--- src/rtl/scs_pkg.sv ---
// How it works
// [RULE1] Select 11: direct clock input passes straight through
// [RULE2] Crystal bypass with factor 1 equals direct
// [RULE3] Select 10, bypass 1: oscillator through prescaler
// [RULE4] Prescaler divides oscillator by field plus one
// [RULE5] Factor 1: output follows oscillator duty cycle
// [RULE6] Largest prescaler factor is 1024
// [RULE7] Select 10, bypass 0: PLL enabled, drives clock
// [RULE8] PLL factor is N over P times K2
// [RULE9] Select 00: wakeup clock drives system clock
// [RULE10] Prescaler field ten bits, factors 1 to 1024
package scs_pkg;

    ////////////////////////////////////////////////////////////////////////
    // Bus
    localparam int unsigned ADDR_W = 8;
    localparam int unsigned DATA_W = 32;
    localparam logic [ADDR_W-1:0] SYS_CFG_OFS = 8'h00;
    localparam logic [ADDR_W-1:0] PLL_CFG_OFS = 8'h04;
    localparam logic [ADDR_W-1:0] PLL_DIV_OFS = 8'h08;
    localparam logic [ADDR_W-1:0] STATUS_OFS = 8'h0C;
    localparam logic [1:0] RESP_OKAY = 2'h0;
    localparam logic [1:0] RESP_SLVERR = 2'h2;

    ////////////////////////////////////////////////////////////////////////
    // Clock source select codes
    localparam logic [1:0] SEL_WAKEUP = 2'h0;
    localparam logic [1:0] SEL_OSC_PLL = 2'h2;
    localparam logic [1:0] SEL_DIRECT = 2'h3;

    ////////////////////////////////////////////////////////////////////////
    // Field widths
    localparam int unsigned SEL_W = 2;
    localparam int unsigned K1_W = 10;
    localparam int unsigned P_W = 4;
    localparam int unsigned N_W = 8;
    localparam int unsigned K2_W = 7;
    localparam int unsigned DEN_W = P_W + K2_W + 1;

    ////////////////////////////////////////////////////////////////////////
    // Field positions
    localparam int unsigned SEL_LSB = 0;
    localparam int unsigned VCO_BYPASS_BIT = 0;
    localparam int unsigned OSC_INT_BIT = 1;
    localparam int unsigned K1_LSB = 16;
    localparam int unsigned P_LSB = 0;
    localparam int unsigned N_LSB = 8;
    localparam int unsigned K2_LSB = 16;
    localparam int unsigned ST_SEL_LSB = 0;
    localparam int unsigned ST_PLL_EN_BIT = 2;
    localparam int unsigned ST_CLK_BIT = 3;
    localparam int unsigned ST_NUM_LSB = 4;
    localparam int unsigned ST_DEN_LSB = 16;

    ////////////////////////////////////////////////////////////////////////
    // Reset values
    localparam logic [SEL_W-1:0] SEL_RST = 2'h0;
    localparam logic VCO_BYPASS_RST = 1'b1;
    localparam logic OSC_INT_RST = 1'b0;
    localparam logic [K1_W-1:0] K1_RST = 10'h000;
    localparam logic [P_W-1:0] P_RST = 4'h0;
    localparam logic [N_W-1:0] N_RST = 8'h00;
    localparam logic [K2_W-1:0] K2_RST = 7'h00;

    ////////////////////////////////////////////////////////////////////////
    // Clock inputs, in synchroniser order
    localparam int unsigned NUM_CLK_IN = 5;
    localparam int unsigned CI_DIRECT = 0;
    localparam int unsigned CI_CRYSTAL = 1;
    localparam int unsigned CI_INTERNAL = 2;
    localparam int unsigned CI_WAKEUP = 3;
    localparam int unsigned CI_PLL = 4;

    typedef struct packed {
        logic [SEL_W-1:0] clock_source_select;
        logic vco_bypass;
        logic osc_internal;
        logic [K1_W-1:0] prescaler_divide_field;
        logic [P_W-1:0] pll_input_divider_field;
        logic [N_W-1:0] pll_multiplier_field;
        logic [K2_W-1:0] pll_output_divider_field;
    } scs_cfg_t;

    typedef struct packed {
        logic enable;
        logic [P_W-1:0] input_divider;
        logic [N_W-1:0] multiplier;
        logic [K2_W-1:0] output_divider;
    } scs_pll_t;

endpackage

--- src/rtl/scs_clock_select.sv ---
// The AXI4-Lite register port and the register addresses were left to the implementer.
`timescale 1ns/1ns
module scs_clock_select
    import scs_pkg::*;
(
    // Clock and reset
    input wire logic CLK,
    input wire logic ARST_N,
    // AXI4-Lite write address
    input wire logic [ADDR_W-1:0] AWADDR,
    input wire logic [2:0] AWPROT,
    input wire logic AWVALID,
    output logic AWREADY,
    // AXI4-Lite write data
    input wire logic [DATA_W-1:0] WDATA,
    input wire logic [DATA_W/8-1:0] WSTRB,
    input wire logic WVALID,
    output logic WREADY,
    // AXI4-Lite write response
    output logic [1:0] BRESP,
    output logic BVALID,
    input wire logic BREADY,
    // AXI4-Lite read address
    input wire logic [ADDR_W-1:0] ARADDR,
    input wire logic [2:0] ARPROT,
    input wire logic ARVALID,
    output logic ARREADY,
    // AXI4-Lite read data
    output logic [DATA_W-1:0] RDATA,
    output logic [1:0] RRESP,
    output logic RVALID,
    input wire logic RREADY,
    // Clock sources, asynchronous to CLK
    input wire logic DIRECT_CLOCK_INPUT,
    input wire logic CRYSTAL_INPUT,
    input wire logic INTERNAL_OSC_INPUT,
    input wire logic WAKEUP_CLOCK_INPUT,
    input wire logic PLL_CLOCK_INPUT,
    // PLL control and system clock
    output scs_pll_t PLL_CTRL,
    output logic SYS_CLOCK
);

    ////////////////////////////////////////////////////////////////////////
    // Clock input synchronisers; stage one feeds only stage two
    logic [NUM_CLK_IN-1:0] sync_a;
    logic [NUM_CLK_IN-1:0] sync_b;
    logic [NUM_CLK_IN-1:0] clk_in_raw;

    assign clk_in_raw[CI_DIRECT] = DIRECT_CLOCK_INPUT;
    assign clk_in_raw[CI_CRYSTAL] = CRYSTAL_INPUT;
    assign clk_in_raw[CI_INTERNAL] = INTERNAL_OSC_INPUT;
    assign clk_in_raw[CI_WAKEUP] = WAKEUP_CLOCK_INPUT;
    assign clk_in_raw[CI_PLL] = PLL_CLOCK_INPUT;

    always_ff @(posedge CLK or negedge ARST_N) begin
        if (!ARST_N) begin
            sync_a <= '0;
            sync_b <= '0;
        end else begin
            sync_a <= clk_in_raw;
            sync_b <= sync_a;
        end
    end

    ////////////////////////////////////////////////////////////////////////
    // Configuration registers and AXI4-Lite slave
    scs_cfg_t cfg, next_cfg;
    logic aw_held, next_aw_held;
    logic [ADDR_W-1:0] aw_addr, next_aw_addr;
    logic w_held, next_w_held;
    logic [DATA_W-1:0] w_data, next_w_data;
    logic [DATA_W/8-1:0] w_strb, next_w_strb;
    logic bvalid, next_bvalid;
    logic [1:0] bresp, next_bresp;
    logic rvalid, next_rvalid;
    logic [DATA_W-1:0] rdata, next_rdata;
    logic [1:0] rresp, next_rresp;
    logic sys_clock;

    logic aw_take, w_take, do_write, ar_take;
    logic [ADDR_W-1:0] wr_addr;
    logic [DATA_W-1:0] wr_data;
    logic [DATA_W/8-1:0] wr_strb;
    logic [DATA_W-1:0] sys_word, pll_word, div_word, stat_word;
    logic [DATA_W-1:0] sys_new, pll_new, div_new;
    logic [DEN_W-1:0] pll_den;
    logic [N_W:0] pll_num;
    logic pll_enable;

    function automatic logic [DATA_W-1:0] merge(
        input logic [DATA_W-1:0] old_w,
        input logic [DATA_W-1:0] new_w,
        input logic [DATA_W/8-1:0] strb
    );
        logic [DATA_W-1:0] res;
        res = old_w;
        for (int i = 0; i < DATA_W / 8; i++) begin
            if (strb[i]) begin
                res[i*8 +: 8] = new_w[i*8 +: 8];
            end
        end
        return res;
    endfunction

    assign AWREADY = !aw_held && !bvalid;
    assign WREADY = !w_held && !bvalid;
    assign ARREADY = !rvalid;
    assign aw_take = AWVALID && AWREADY;
    assign w_take = WVALID && WREADY;
    assign ar_take = ARVALID && ARREADY;
    assign wr_addr = aw_held ? aw_addr : AWADDR;
    assign wr_data = w_held ? w_data : WDATA;
    assign wr_strb = w_held ? w_strb : WSTRB;
    assign do_write = (aw_held || aw_take) && (w_held || w_take) && !bvalid;
    // Byte-lane merge of each writable register word with the incoming write
    assign sys_new = merge(sys_word, wr_data, wr_strb);
    assign pll_new = merge(pll_word, wr_data, wr_strb);
    assign div_new = merge(div_word, wr_data, wr_strb);

    // Factors are field plus one; the ratio N/(P*K2) goes to software
    assign pll_num = {1'b0, cfg.pll_multiplier_field} + (N_W+1)'(1); // RULE8
    assign pll_den = DEN_W'((P_W+1)'(cfg.pll_input_divider_field) + (P_W+1)'(1))
        * DEN_W'((K2_W+1)'(cfg.pll_output_divider_field) + (K2_W+1)'(1)); // RULE8
    assign pll_enable = (cfg.clock_source_select == SEL_OSC_PLL) && !cfg.vco_bypass; // RULE7

    always_comb begin
        sys_word = '0;
        sys_word[SEL_LSB +: SEL_W] = cfg.clock_source_select;
        pll_word = '0;
        pll_word[VCO_BYPASS_BIT] = cfg.vco_bypass;
        pll_word[OSC_INT_BIT] = cfg.osc_internal;
        pll_word[K1_LSB +: K1_W] = cfg.prescaler_divide_field; // RULE10
        div_word = '0;
        div_word[P_LSB +: P_W] = cfg.pll_input_divider_field;
        div_word[N_LSB +: N_W] = cfg.pll_multiplier_field;
        div_word[K2_LSB +: K2_W] = cfg.pll_output_divider_field;
        stat_word = '0;
        stat_word[ST_SEL_LSB +: SEL_W] = cfg.clock_source_select;
        stat_word[ST_PLL_EN_BIT] = pll_enable;
        stat_word[ST_CLK_BIT] = sys_clock;
        stat_word[ST_NUM_LSB +: N_W+1] = pll_num;
        stat_word[ST_DEN_LSB +: DEN_W] = pll_den;
    end

    always_comb begin
        next_cfg = cfg;
        next_aw_held = aw_held;
        next_aw_addr = aw_addr;
        next_w_held = w_held;
        next_w_data = w_data;
        next_w_strb = w_strb;
        next_bvalid = bvalid;
        next_bresp = bresp;
        next_rvalid = rvalid;
        next_rdata = rdata;
        next_rresp = rresp;
        if (bvalid && BREADY) begin
            next_bvalid = 1'b0;
        end
        if (aw_take) begin
            next_aw_held = 1'b1;
            next_aw_addr = AWADDR;
        end
        if (w_take) begin
            next_w_held = 1'b1;
            next_w_data = WDATA;
            next_w_strb = WSTRB;
        end
        if (do_write) begin
            next_aw_held = 1'b0;
            next_w_held = 1'b0;
            next_bvalid = 1'b1;
            next_bresp = RESP_OKAY;
            if (wr_addr == SYS_CFG_OFS) begin
                next_cfg.clock_source_select = sys_new[SEL_LSB +: SEL_W];
            end else if (wr_addr == PLL_CFG_OFS) begin
                next_cfg.vco_bypass = pll_new[VCO_BYPASS_BIT];
                next_cfg.osc_internal = pll_new[OSC_INT_BIT];
                next_cfg.prescaler_divide_field = pll_new[K1_LSB +: K1_W]; // RULE10
            end else if (wr_addr == PLL_DIV_OFS) begin
                next_cfg.pll_input_divider_field = div_new[P_LSB +: P_W];
                next_cfg.pll_multiplier_field = div_new[N_LSB +: N_W];
                next_cfg.pll_output_divider_field = div_new[K2_LSB +: K2_W];
            end else if (wr_addr == STATUS_OFS) begin
                next_bresp = RESP_OKAY;
            end else begin
                next_bresp = RESP_SLVERR;
            end
        end
        if (rvalid && RREADY) begin
            next_rvalid = 1'b0;
        end
        if (ar_take) begin
            next_rvalid = 1'b1;
            next_rresp = RESP_OKAY;
            if (ARADDR == SYS_CFG_OFS) begin
                next_rdata = sys_word;
            end else if (ARADDR == PLL_CFG_OFS) begin
                next_rdata = pll_word;
            end else if (ARADDR == PLL_DIV_OFS) begin
                next_rdata = div_word;
            end else if (ARADDR == STATUS_OFS) begin
                next_rdata = stat_word;
            end else begin
                next_rdata = '0;
                next_rresp = RESP_SLVERR;
            end
        end
    end

    always_ff @(posedge CLK or negedge ARST_N) begin
        if (!ARST_N) begin
            cfg.clock_source_select <= SEL_RST;
            cfg.vco_bypass <= VCO_BYPASS_RST;
            cfg.osc_internal <= OSC_INT_RST;
            cfg.prescaler_divide_field <= K1_RST;
            cfg.pll_input_divider_field <= P_RST;
            cfg.pll_multiplier_field <= N_RST;
            cfg.pll_output_divider_field <= K2_RST;
            aw_held <= 1'b0;
            aw_addr <= '0;
            w_held <= 1'b0;
            w_data <= '0;
            w_strb <= '0;
            bvalid <= 1'b0;
            bresp <= RESP_OKAY;
            rvalid <= 1'b0;
            rdata <= '0;
            rresp <= RESP_OKAY;
        end else begin
            cfg <= next_cfg;
            aw_held <= next_aw_held;
            aw_addr <= next_aw_addr;
            w_held <= next_w_held;
            w_data <= next_w_data;
            w_strb <= next_w_strb;
            bvalid <= next_bvalid;
            bresp <= next_bresp;
            rvalid <= next_rvalid;
            rdata <= next_rdata;
            rresp <= next_rresp;
        end
    end

    assign BVALID = bvalid;
    assign BRESP = bresp;
    assign RVALID = rvalid;
    assign RDATA = rdata;
    assign RRESP = rresp;

    ////////////////////////////////////////////////////////////////////////
    // Prescaler and source selection
    // Sources are oversampled at CLK, so each must run well below half of
    // CLK; the output lags its source by three cycles, four when the prescaler divides.
    logic osc_level, osc_prev, next_osc_prev, osc_rise;
    logic [K1_W-1:0] pre_cnt, next_pre_cnt;
    logic [K1_W:0] pre_half;
    logic pre_level;
    logic next_sys_clock;
    scs_pll_t pll_ctrl, next_pll_ctrl;

    // Crystal or internal source feeds the prescaler
    assign osc_level = cfg.osc_internal ? sync_b[CI_INTERNAL] : sync_b[CI_CRYSTAL]; // RULE3
    assign osc_rise = osc_level && !osc_prev;
    // High for the first half, rounded up, of each K1 oscillator periods
    assign pre_half = ((K1_W+1)'(cfg.prescaler_divide_field) + (K1_W+1)'(2)) >> 1; // RULE4

    always_comb begin
        next_osc_prev = osc_level;
        next_pre_cnt = pre_cnt;
        if (osc_rise) begin
            // Field of all ones counts 1024 periods
            if (pre_cnt >= cfg.prescaler_divide_field) begin // RULE6
                next_pre_cnt = '0;
            end else begin
                next_pre_cnt = pre_cnt + K1_W'(1); // RULE4
            end
        end
        if (cfg.prescaler_divide_field == K1_RST) begin
            pre_level = osc_level; // RULE5 RULE2
        end else begin
            pre_level = (K1_W+1)'(pre_cnt) < pre_half; // RULE4
        end
        next_sys_clock = 1'b0;
        if (cfg.clock_source_select == SEL_DIRECT) begin
            next_sys_clock = sync_b[CI_DIRECT]; // RULE1
        end else if (cfg.clock_source_select == SEL_OSC_PLL) begin
            if (cfg.vco_bypass) begin
                next_sys_clock = pre_level; // RULE3
            end else begin
                next_sys_clock = sync_b[CI_PLL]; // RULE7
            end
        end else if (cfg.clock_source_select == SEL_WAKEUP) begin
            next_sys_clock = sync_b[CI_WAKEUP]; // RULE9
        end
        next_pll_ctrl.enable = pll_enable; // RULE7
        next_pll_ctrl.input_divider = cfg.pll_input_divider_field; // RULE8
        next_pll_ctrl.multiplier = cfg.pll_multiplier_field;
        next_pll_ctrl.output_divider = cfg.pll_output_divider_field;
    end

    always_ff @(posedge CLK or negedge ARST_N) begin
        if (!ARST_N) begin
            osc_prev <= 1'b0;
            pre_cnt <= '0;
            sys_clock <= 1'b0;
            pll_ctrl <= '0;
        end else begin
            osc_prev <= next_osc_prev;
            pre_cnt <= next_pre_cnt;
            sys_clock <= next_sys_clock;
            pll_ctrl <= next_pll_ctrl;
        end
    end

    assign SYS_CLOCK = sys_clock;
    assign PLL_CTRL = pll_ctrl;

endmodule

--- config.mk ---
export PLATFORM = sky130hd
export DESIGN_NAME = scs_clock_select
export DESIGN_NICKNAME = d
export VERILOG_FILES = /design/src/rtl/scs_pkg.sv /design/src/rtl/scs_clock_select.sv
export SDC_FILE = /design/constraint.sdc
export NUM_CORES = 1
export LEC_CHECK = 0
export ABC_AREA = 1
export ABC_CLOCK_PERIOD_IN_PS = 5200
export BUFFER_PORTS_ARGS = -buffer_cell sky130_fd_sc_hd__buf_2
export CAP_MARGIN = 20
export CORE_UTILIZATION = 40
export CTS_CLUSTER_SIZE = 10
export DETAILED_ROUTE_END_ITERATION = 6
export PLACE_DENSITY_LB_ADDON = 0.25
export SYNTH_ARGS = -nofsm -noshare
export SYNTH_HDL_FRONTEND = slang
export SYNTH_SLANG_ARGS = --single-unit
--- constraint.sdc ---
create_clock -name CLK -period 5.2 [get_ports CLK]
set_input_delay 0.52 -clock CLK [delete_from_list [all_inputs] [get_ports CLK]]
set_output_delay 0.52 -clock CLK [all_outputs]
set_load 0.02 [all_outputs]
## After elaboration in Yosys (flattened, before gate mapping)

Cells that the tools add are included.

| word-level totals | value |
|---|---|
| bits in registers | 153 |

| operators by class | value |
|---|---|
| add/sub/neg operators | 5 |
| multiply operators | 1 |
| order comparisons | 2 |
| equality and inequality tests | 8 |
| muxes and demuxes | 30 |
| bitwise logic cells | 2 |
| reduce and logical (&&, ||, !) cells | 34 |

Operators with widths:

| operator | count |
|---|---|
| 28-bit 2-to-1 mux | 4 |
| 8-bit by 4-bit == test with 1-bit output (second input constant) | 4 |
| 26-bit 2-to-1 mux | 1 |
| 8-bit by 3-bit == test with 1-bit output (second input constant) | 2 |
| 8-bit zero test | 2 |
| 2-bit 2-to-1 mux | 8 |
| 5-bit AND reduction | 3 |
| 1-bit 2-to-1 mux | 14 |
| 5-bit by 8-bit multiplier with 12-bit output | 1 |
| 4-bit AND reduction | 3 |
| 10-bit by 2-bit adder with 11-bit output (second input constant) | 1 |
| 1-bit logical AND | 11 |
| 10-bit by 1-bit adder with 10-bit output (second input constant) | 1 |
| 10-bit greater-or-equal comparator | 1 |
| 10-bit zero test | 1 |
| 10-bit less-than comparator | 1 |
| 10-bit 2-to-1 mux | 1 |
| 8-bit by 1-bit adder with 9-bit output (second input constant) | 1 |
| 7-bit by 1-bit adder with 8-bit output (second input constant) | 1 |
| 8-bit 2-to-1 mux | 1 |
| 2-bit nonzero test | 4 |
| 1-bit zero test | 6 |
| 4-bit by 1-bit adder with 5-bit output (second input constant) | 1 |
| 2-bit == test (second input constant) | 2 |
| 5 further kinds | 7 |

## Longest topological paths before layout

| depth | value |
|---|---|
| word-level depth | 7 |
| mapped depth | 23 |
| gate-level depth less buffers | 23 |

## Worst setup path before layout

No wires, ideal clock.

| path | value |
|---|---|
| path kind | register -> register |
| start | reg cfg[15] in the netlist's numbering |
| end | reg rdata[22] (netlist: RDATA[22]) |
| setup time | 0.066 ns |
| arrival | 3.673 ns |
| required time | 5.134 ns |
| slack | 1.461 ns |
| stages on the path, launching flop included | 19 |
| buffers on the path | 0 |
| clock period less this slack | 3.739 ns |
| cells stage by stage | dfrtp_1 > ha_1 > xor2_1 > inv_1 > nor2_1 > fa_1 > fa_1 > inv_1 > fa_1 > inv_1 > ha_1 > nand2_1 > nand2_1 > o21bai_1 > nand2_1 > nand2_1 > o21ai_0 > nand2_1 > nand2_1 |

| on the way | value |
|---|---|
| longest elaborated chain between the ends | 6 |

RTL lines:

| item | RTL line | RTL |
|---|---|---|
| start: declaration | scs_clock_select.sv:68 | `scs_cfg_t cfg, next_cfg;` |
| start signal: assignment | scs_clock_select.sv:232 | `cfg <= next_cfg;` |
| 4-bit by 1-bit adder with 5-bit output | scs_clock_select.sv:123 | `assign pll_den = DEN_W'((P_W+1)'(cfg.pll_input_divider_field) + (P_W+1)'(1))` |
| 5-bit by 8-bit multiplier with 12-bit output | scs_clock_select.sv:124 | `* DEN_W'((K2_W+1)'(cfg.pll_output_divider_field) + (K2_W+1)'(1));` |
| 28-bit 2-to-1 mux | scs_clock_select.sv:203 | `end else if (ARADDR == STATUS_OFS) begin` |
| 28-bit 2-to-1 mux | scs_clock_select.sv:201 | `end else if (ARADDR == PLL_DIV_OFS) begin` |
| 28-bit 2-to-1 mux | scs_clock_select.sv:199 | `end else if (ARADDR == PLL_CFG_OFS) begin` |
| 28-bit 2-to-1 mux | scs_clock_select.sv:197 | `if (ARADDR == SYS_CFG_OFS) begin` |
| end signal: assignment | scs_clock_select.sv:241 | `rdata <= next_rdata;` |
| end: declaration | scs_clock_select.sv:77 | `logic [DATA_W-1:0] rdata, next_rdata;` |

Every way passes these cells.
A chain may end at the register's enable or synchronous reset.

## Worst setup path after layout

| path | value |
|---|---|
| start | reg cfg[15] in the netlist's numbering |
| end | reg rdata[27] (netlist: RDATA[27]) |

The elaborated chain is that of the path after synthesis.

==> summary.md <==
| Metric | Value |
|---|---|
| Sequential fraction of the synthesis area | `0.4201` |
| TritonCTS Buffers | `17` |
| DRT Pass-1 Iters | `5` |
| Final ANT Viol Nets | `0` |
| Filler Cell Count | `2146` |
| Cells after synthesis | `1108` |
| Number of flops mapped to enable cells by yosys | `0` |
| Slew Limit Fails | `0` |
| Initial Utilization | `0.4066` |
| Maximum clock frequency | `0.2322 GHz` |
| Vias | `7241` |
| Skew-Pair Late Insertion Delay | `0.43 ns` |
| Pre-CTS WS | `0.8902 ns` |
| Max-cap violation count | `0` |
| First-pass GRT wire length | `34620 um` |
| CTS clk-pin slew, worst paths | `0.07 ns` |
| Share of cells above drive strength 1 | `0.1377` |
| Critical path fanouts, max | `8` |
| Period minus WS final | `4.306 ns` |
| Design area | `9873 um^2` |
| Final setup viols | `0` |
| Synthesized flop and latch total | `143` |
| Die ar. | `21890 um^2` |
| Post-synthesis instance area | `8521 um^2` |
| GPL Wtd Cong | `0.9090` |
| Crit path launch type | `flop` |
| Maximum vdd drop | `0.0004006 V` |
| P per Cell Area | `439.5 nW/um^2` |
| Most frequent cells in the layout | `nand2_1, inv_1, dfrtp_1` |
| Synthesized area per cell | `7.690 um^2` |
| Power Total | `4.340 mW` |
| Starting DRC count in detailed routing | `502` |
| Worst Path Required | `5.53 ns` |
| Routed len/inst | `13.74 um` |
| Pin count of the biggest net entering global routing | `102` |
| Critical path's most frequent cell | `nand2_1` |
| CTS tree | `done` |
| Vias in the first global route | `6856` |
| Post-DP HPWL | `15430 um` |
| Cell Rows | `53` |
| Leakage | `5.353 nW` |
| Cts repair resizes | `0` |
| Setup bufs post-CTS | `0` |
| Slowest-stage cell, CP | `fa_1` |
| H-tree depth | `4` |
| Warnings, synthesis | `0` |
| Layout net count | `1345` |
| Worst Path Arrival | `4.63 ns` |
| Synth-to-Final Area Change | `15.87%` |
| Final std cells w/o fill | `1502` |
| CP max stage delay | `0.55 ns` |
| Critical path endpoint category | `flop` |
| Library cells used by synthesis | `45` |
| Worst-path cell chain | `ha_1 -> xor2_1 -> inv_1 -> nor2_1 -> fa_1 -> fa_1 -> inv_1 -> fa_1 -> inv_1 -> ha_1 -> nand2_1 -> inv_1 -> nand2_1 -> nand2_1 -> nand2_1 -> nand3_1 -> inv_1 -> nand2_1 -> nand3_1 -> nand2_1` |
| Asr flop ratio synth | `1.000` |
| Tightest Hold Check Type | `in -> async` |
| Period utilization | `0.8281` |
| Clock Tree Buf Depth | `2` |
| Hold_buf cts | `0` |
| Least-Margin Pin Slew | `0.9430 ns` |
| Placed cell areas | `9278 um^2` |
| Total global-route track usage | `0.2029` |
| Post-placement cell count | `1470` |
| Initial antenna violation count | `0` |
| Main synth FF type | `dfrtp_1` |
| Layout Skew | `0.01146 ns` |
| Commonest non-fill, non-tap cell in the layout | `nand2_1` |
| GRT Residual Overflow | `0` |
| # diodes | `0` |
| Max-slew headroom | `0.3713` |
| Critical path class | `reg -> reg` |
| DRC violations left | `0` |
| Root Driver | `clkbuf_16` |
| Die Wd | `148.0 um` |
| Setup TNS | `0 ns` |
| RSZ-0062 raised after global routing | `no` |
| Core area | `20960 um^2` |
| I/O pin count | `132` |
| Die Ht | `148.0 um` |
| Status | `finished, final reports clean` |
| Clk sinks | `143` |
| Port bufs | `109` |
| Vias/cell | `4.821` |
| Final hold vios | `0` |
| Final worst slack | `0.8939 ns` |
| Routed wire length | `20630 um` |
[state kept, by name, indices dropped and copies added, names as in the netlist, 4 cells and up]
register / cells
PLL_CTRL: 20
RDATA: 28
aw_addr: 8
cfg: 33
pre_cnt: 10
sync_a: 5
sync_b: 5
w_data: 22
w_strb: 4
[layout make-up]
type	count	area, um^2	share of cell area
clock buffers	17	425.4	0.04309
clock inverters	15	170.2	0.01723
inverters	163	611.8	0.06197
multi-input cells	776	4160	0.4214
flip-flops and latches	143	3580	0.3626
well taps	275	344.1	0.03485
repair buffers	113	581.8	0.05893
[path summary, 6_finish.rpt]
path,startpoint,endpoint,slack [ns],depth (start not counted)
min reg2reg,sync_a[1],sync_b[1],0.34,0
min in group CLK,WAKEUP_CLOCK_INPUT,sync_a[3],0.20,1
max,cfg[15],RDATA[27],0.89,20
min,ARST_N,RDATA[26],0.20,1
max in group asynchronous,ARST_N,w_strb[1],3.91,2
max reg2reg,cfg[15],RDATA[27],0.89,20
[cells in the mapped netlist (3+ instances only)]
master	n	area, um^2
o21ai_0	86	430.4
nand4_1	29	181.4
nor2_1	83	311.6
nor3_1	11	55.05
xor2_1	13	113.9
o21ai_1	3	15.01
nand2_1	358	1344
ha_1	44	550.5
xnor2_1	3	26.28
inv_1	159	596.8
o211ai_1	3	22.52
nor2_4	3	33.78
fa_1	17	340.3
a21oi_1	27	135.1
nor2_2	4	25.02
nand3_2	3	30.03
buf_4	7	52.55
dfrtp_1	142	3553
o21bai_1	3	22.52
inv_2	3	11.26
buf_6	3	33.78
nand3_1	54	270.3
buf_2	9	45.04
clkbuf_1	11	41.29
a21o_1	4	30.03
[layer usage]
layer | global-route usage | vias up | share of wire | wire [um]
met4 | 0.05670 | 0 | 0.012 | 248
met5 | 0 | - | 0 | 0
met1 | 0.2862 | 3368 | 0.49 | 10150
li1 | - | 3693 | - | -
met2 | 0.3215 | 161 | 0.46 | 9410
met3 | 0.03333 | 19 | 0.040 | 820
[logic make-up after synthesis]
logic type,synth area share
other cells,0.0004401
xor+xnor,0.01645
fa+ha+maj,0.1046
flops,0.4201
buf+inv,0.09383
compound gates,0.08517
simple gates,0.2744
mux,0.004993
[worst max-delay path: cells and delay by family, from the launching register on]
family        cells  cell delay (ns)
fa+ha+maj         5             2.11
simple gates      9             0.80
flops             1             0.51
buf+inv           5             0.41
xor+xnor          1             0.36
[report_power, final]
part / leakage, nW / switching (mW) / total [mW] / internal [mW]
sequential: 1.88 / 0.300 / 1.71 / 1.41
clock: 0.288 / 0.548 / 1.23 / 0.686
combinational: 3.19 / 0.941 / 1.40 / 0.455
total: 5.35 / 1.79 / 4.34 / 2.55
[stage by stage]
| step | hold WS, ns | utilization |
|---|---|---|
| 6_report | 0.1982 | 0.4712 |
| 5_1_grt | 0.1801 | 0.4712 |
| 4_1_cts | 0.1771 | 0.4712 |
| 3_5_place_dp | 0.3347 | 0.4427 |
| 3_3_place_gp | 0.3341 | 0.4427 |
| 2_1_floorplan | 0.2244 | - |
Power figures use the tool's default switching activity.
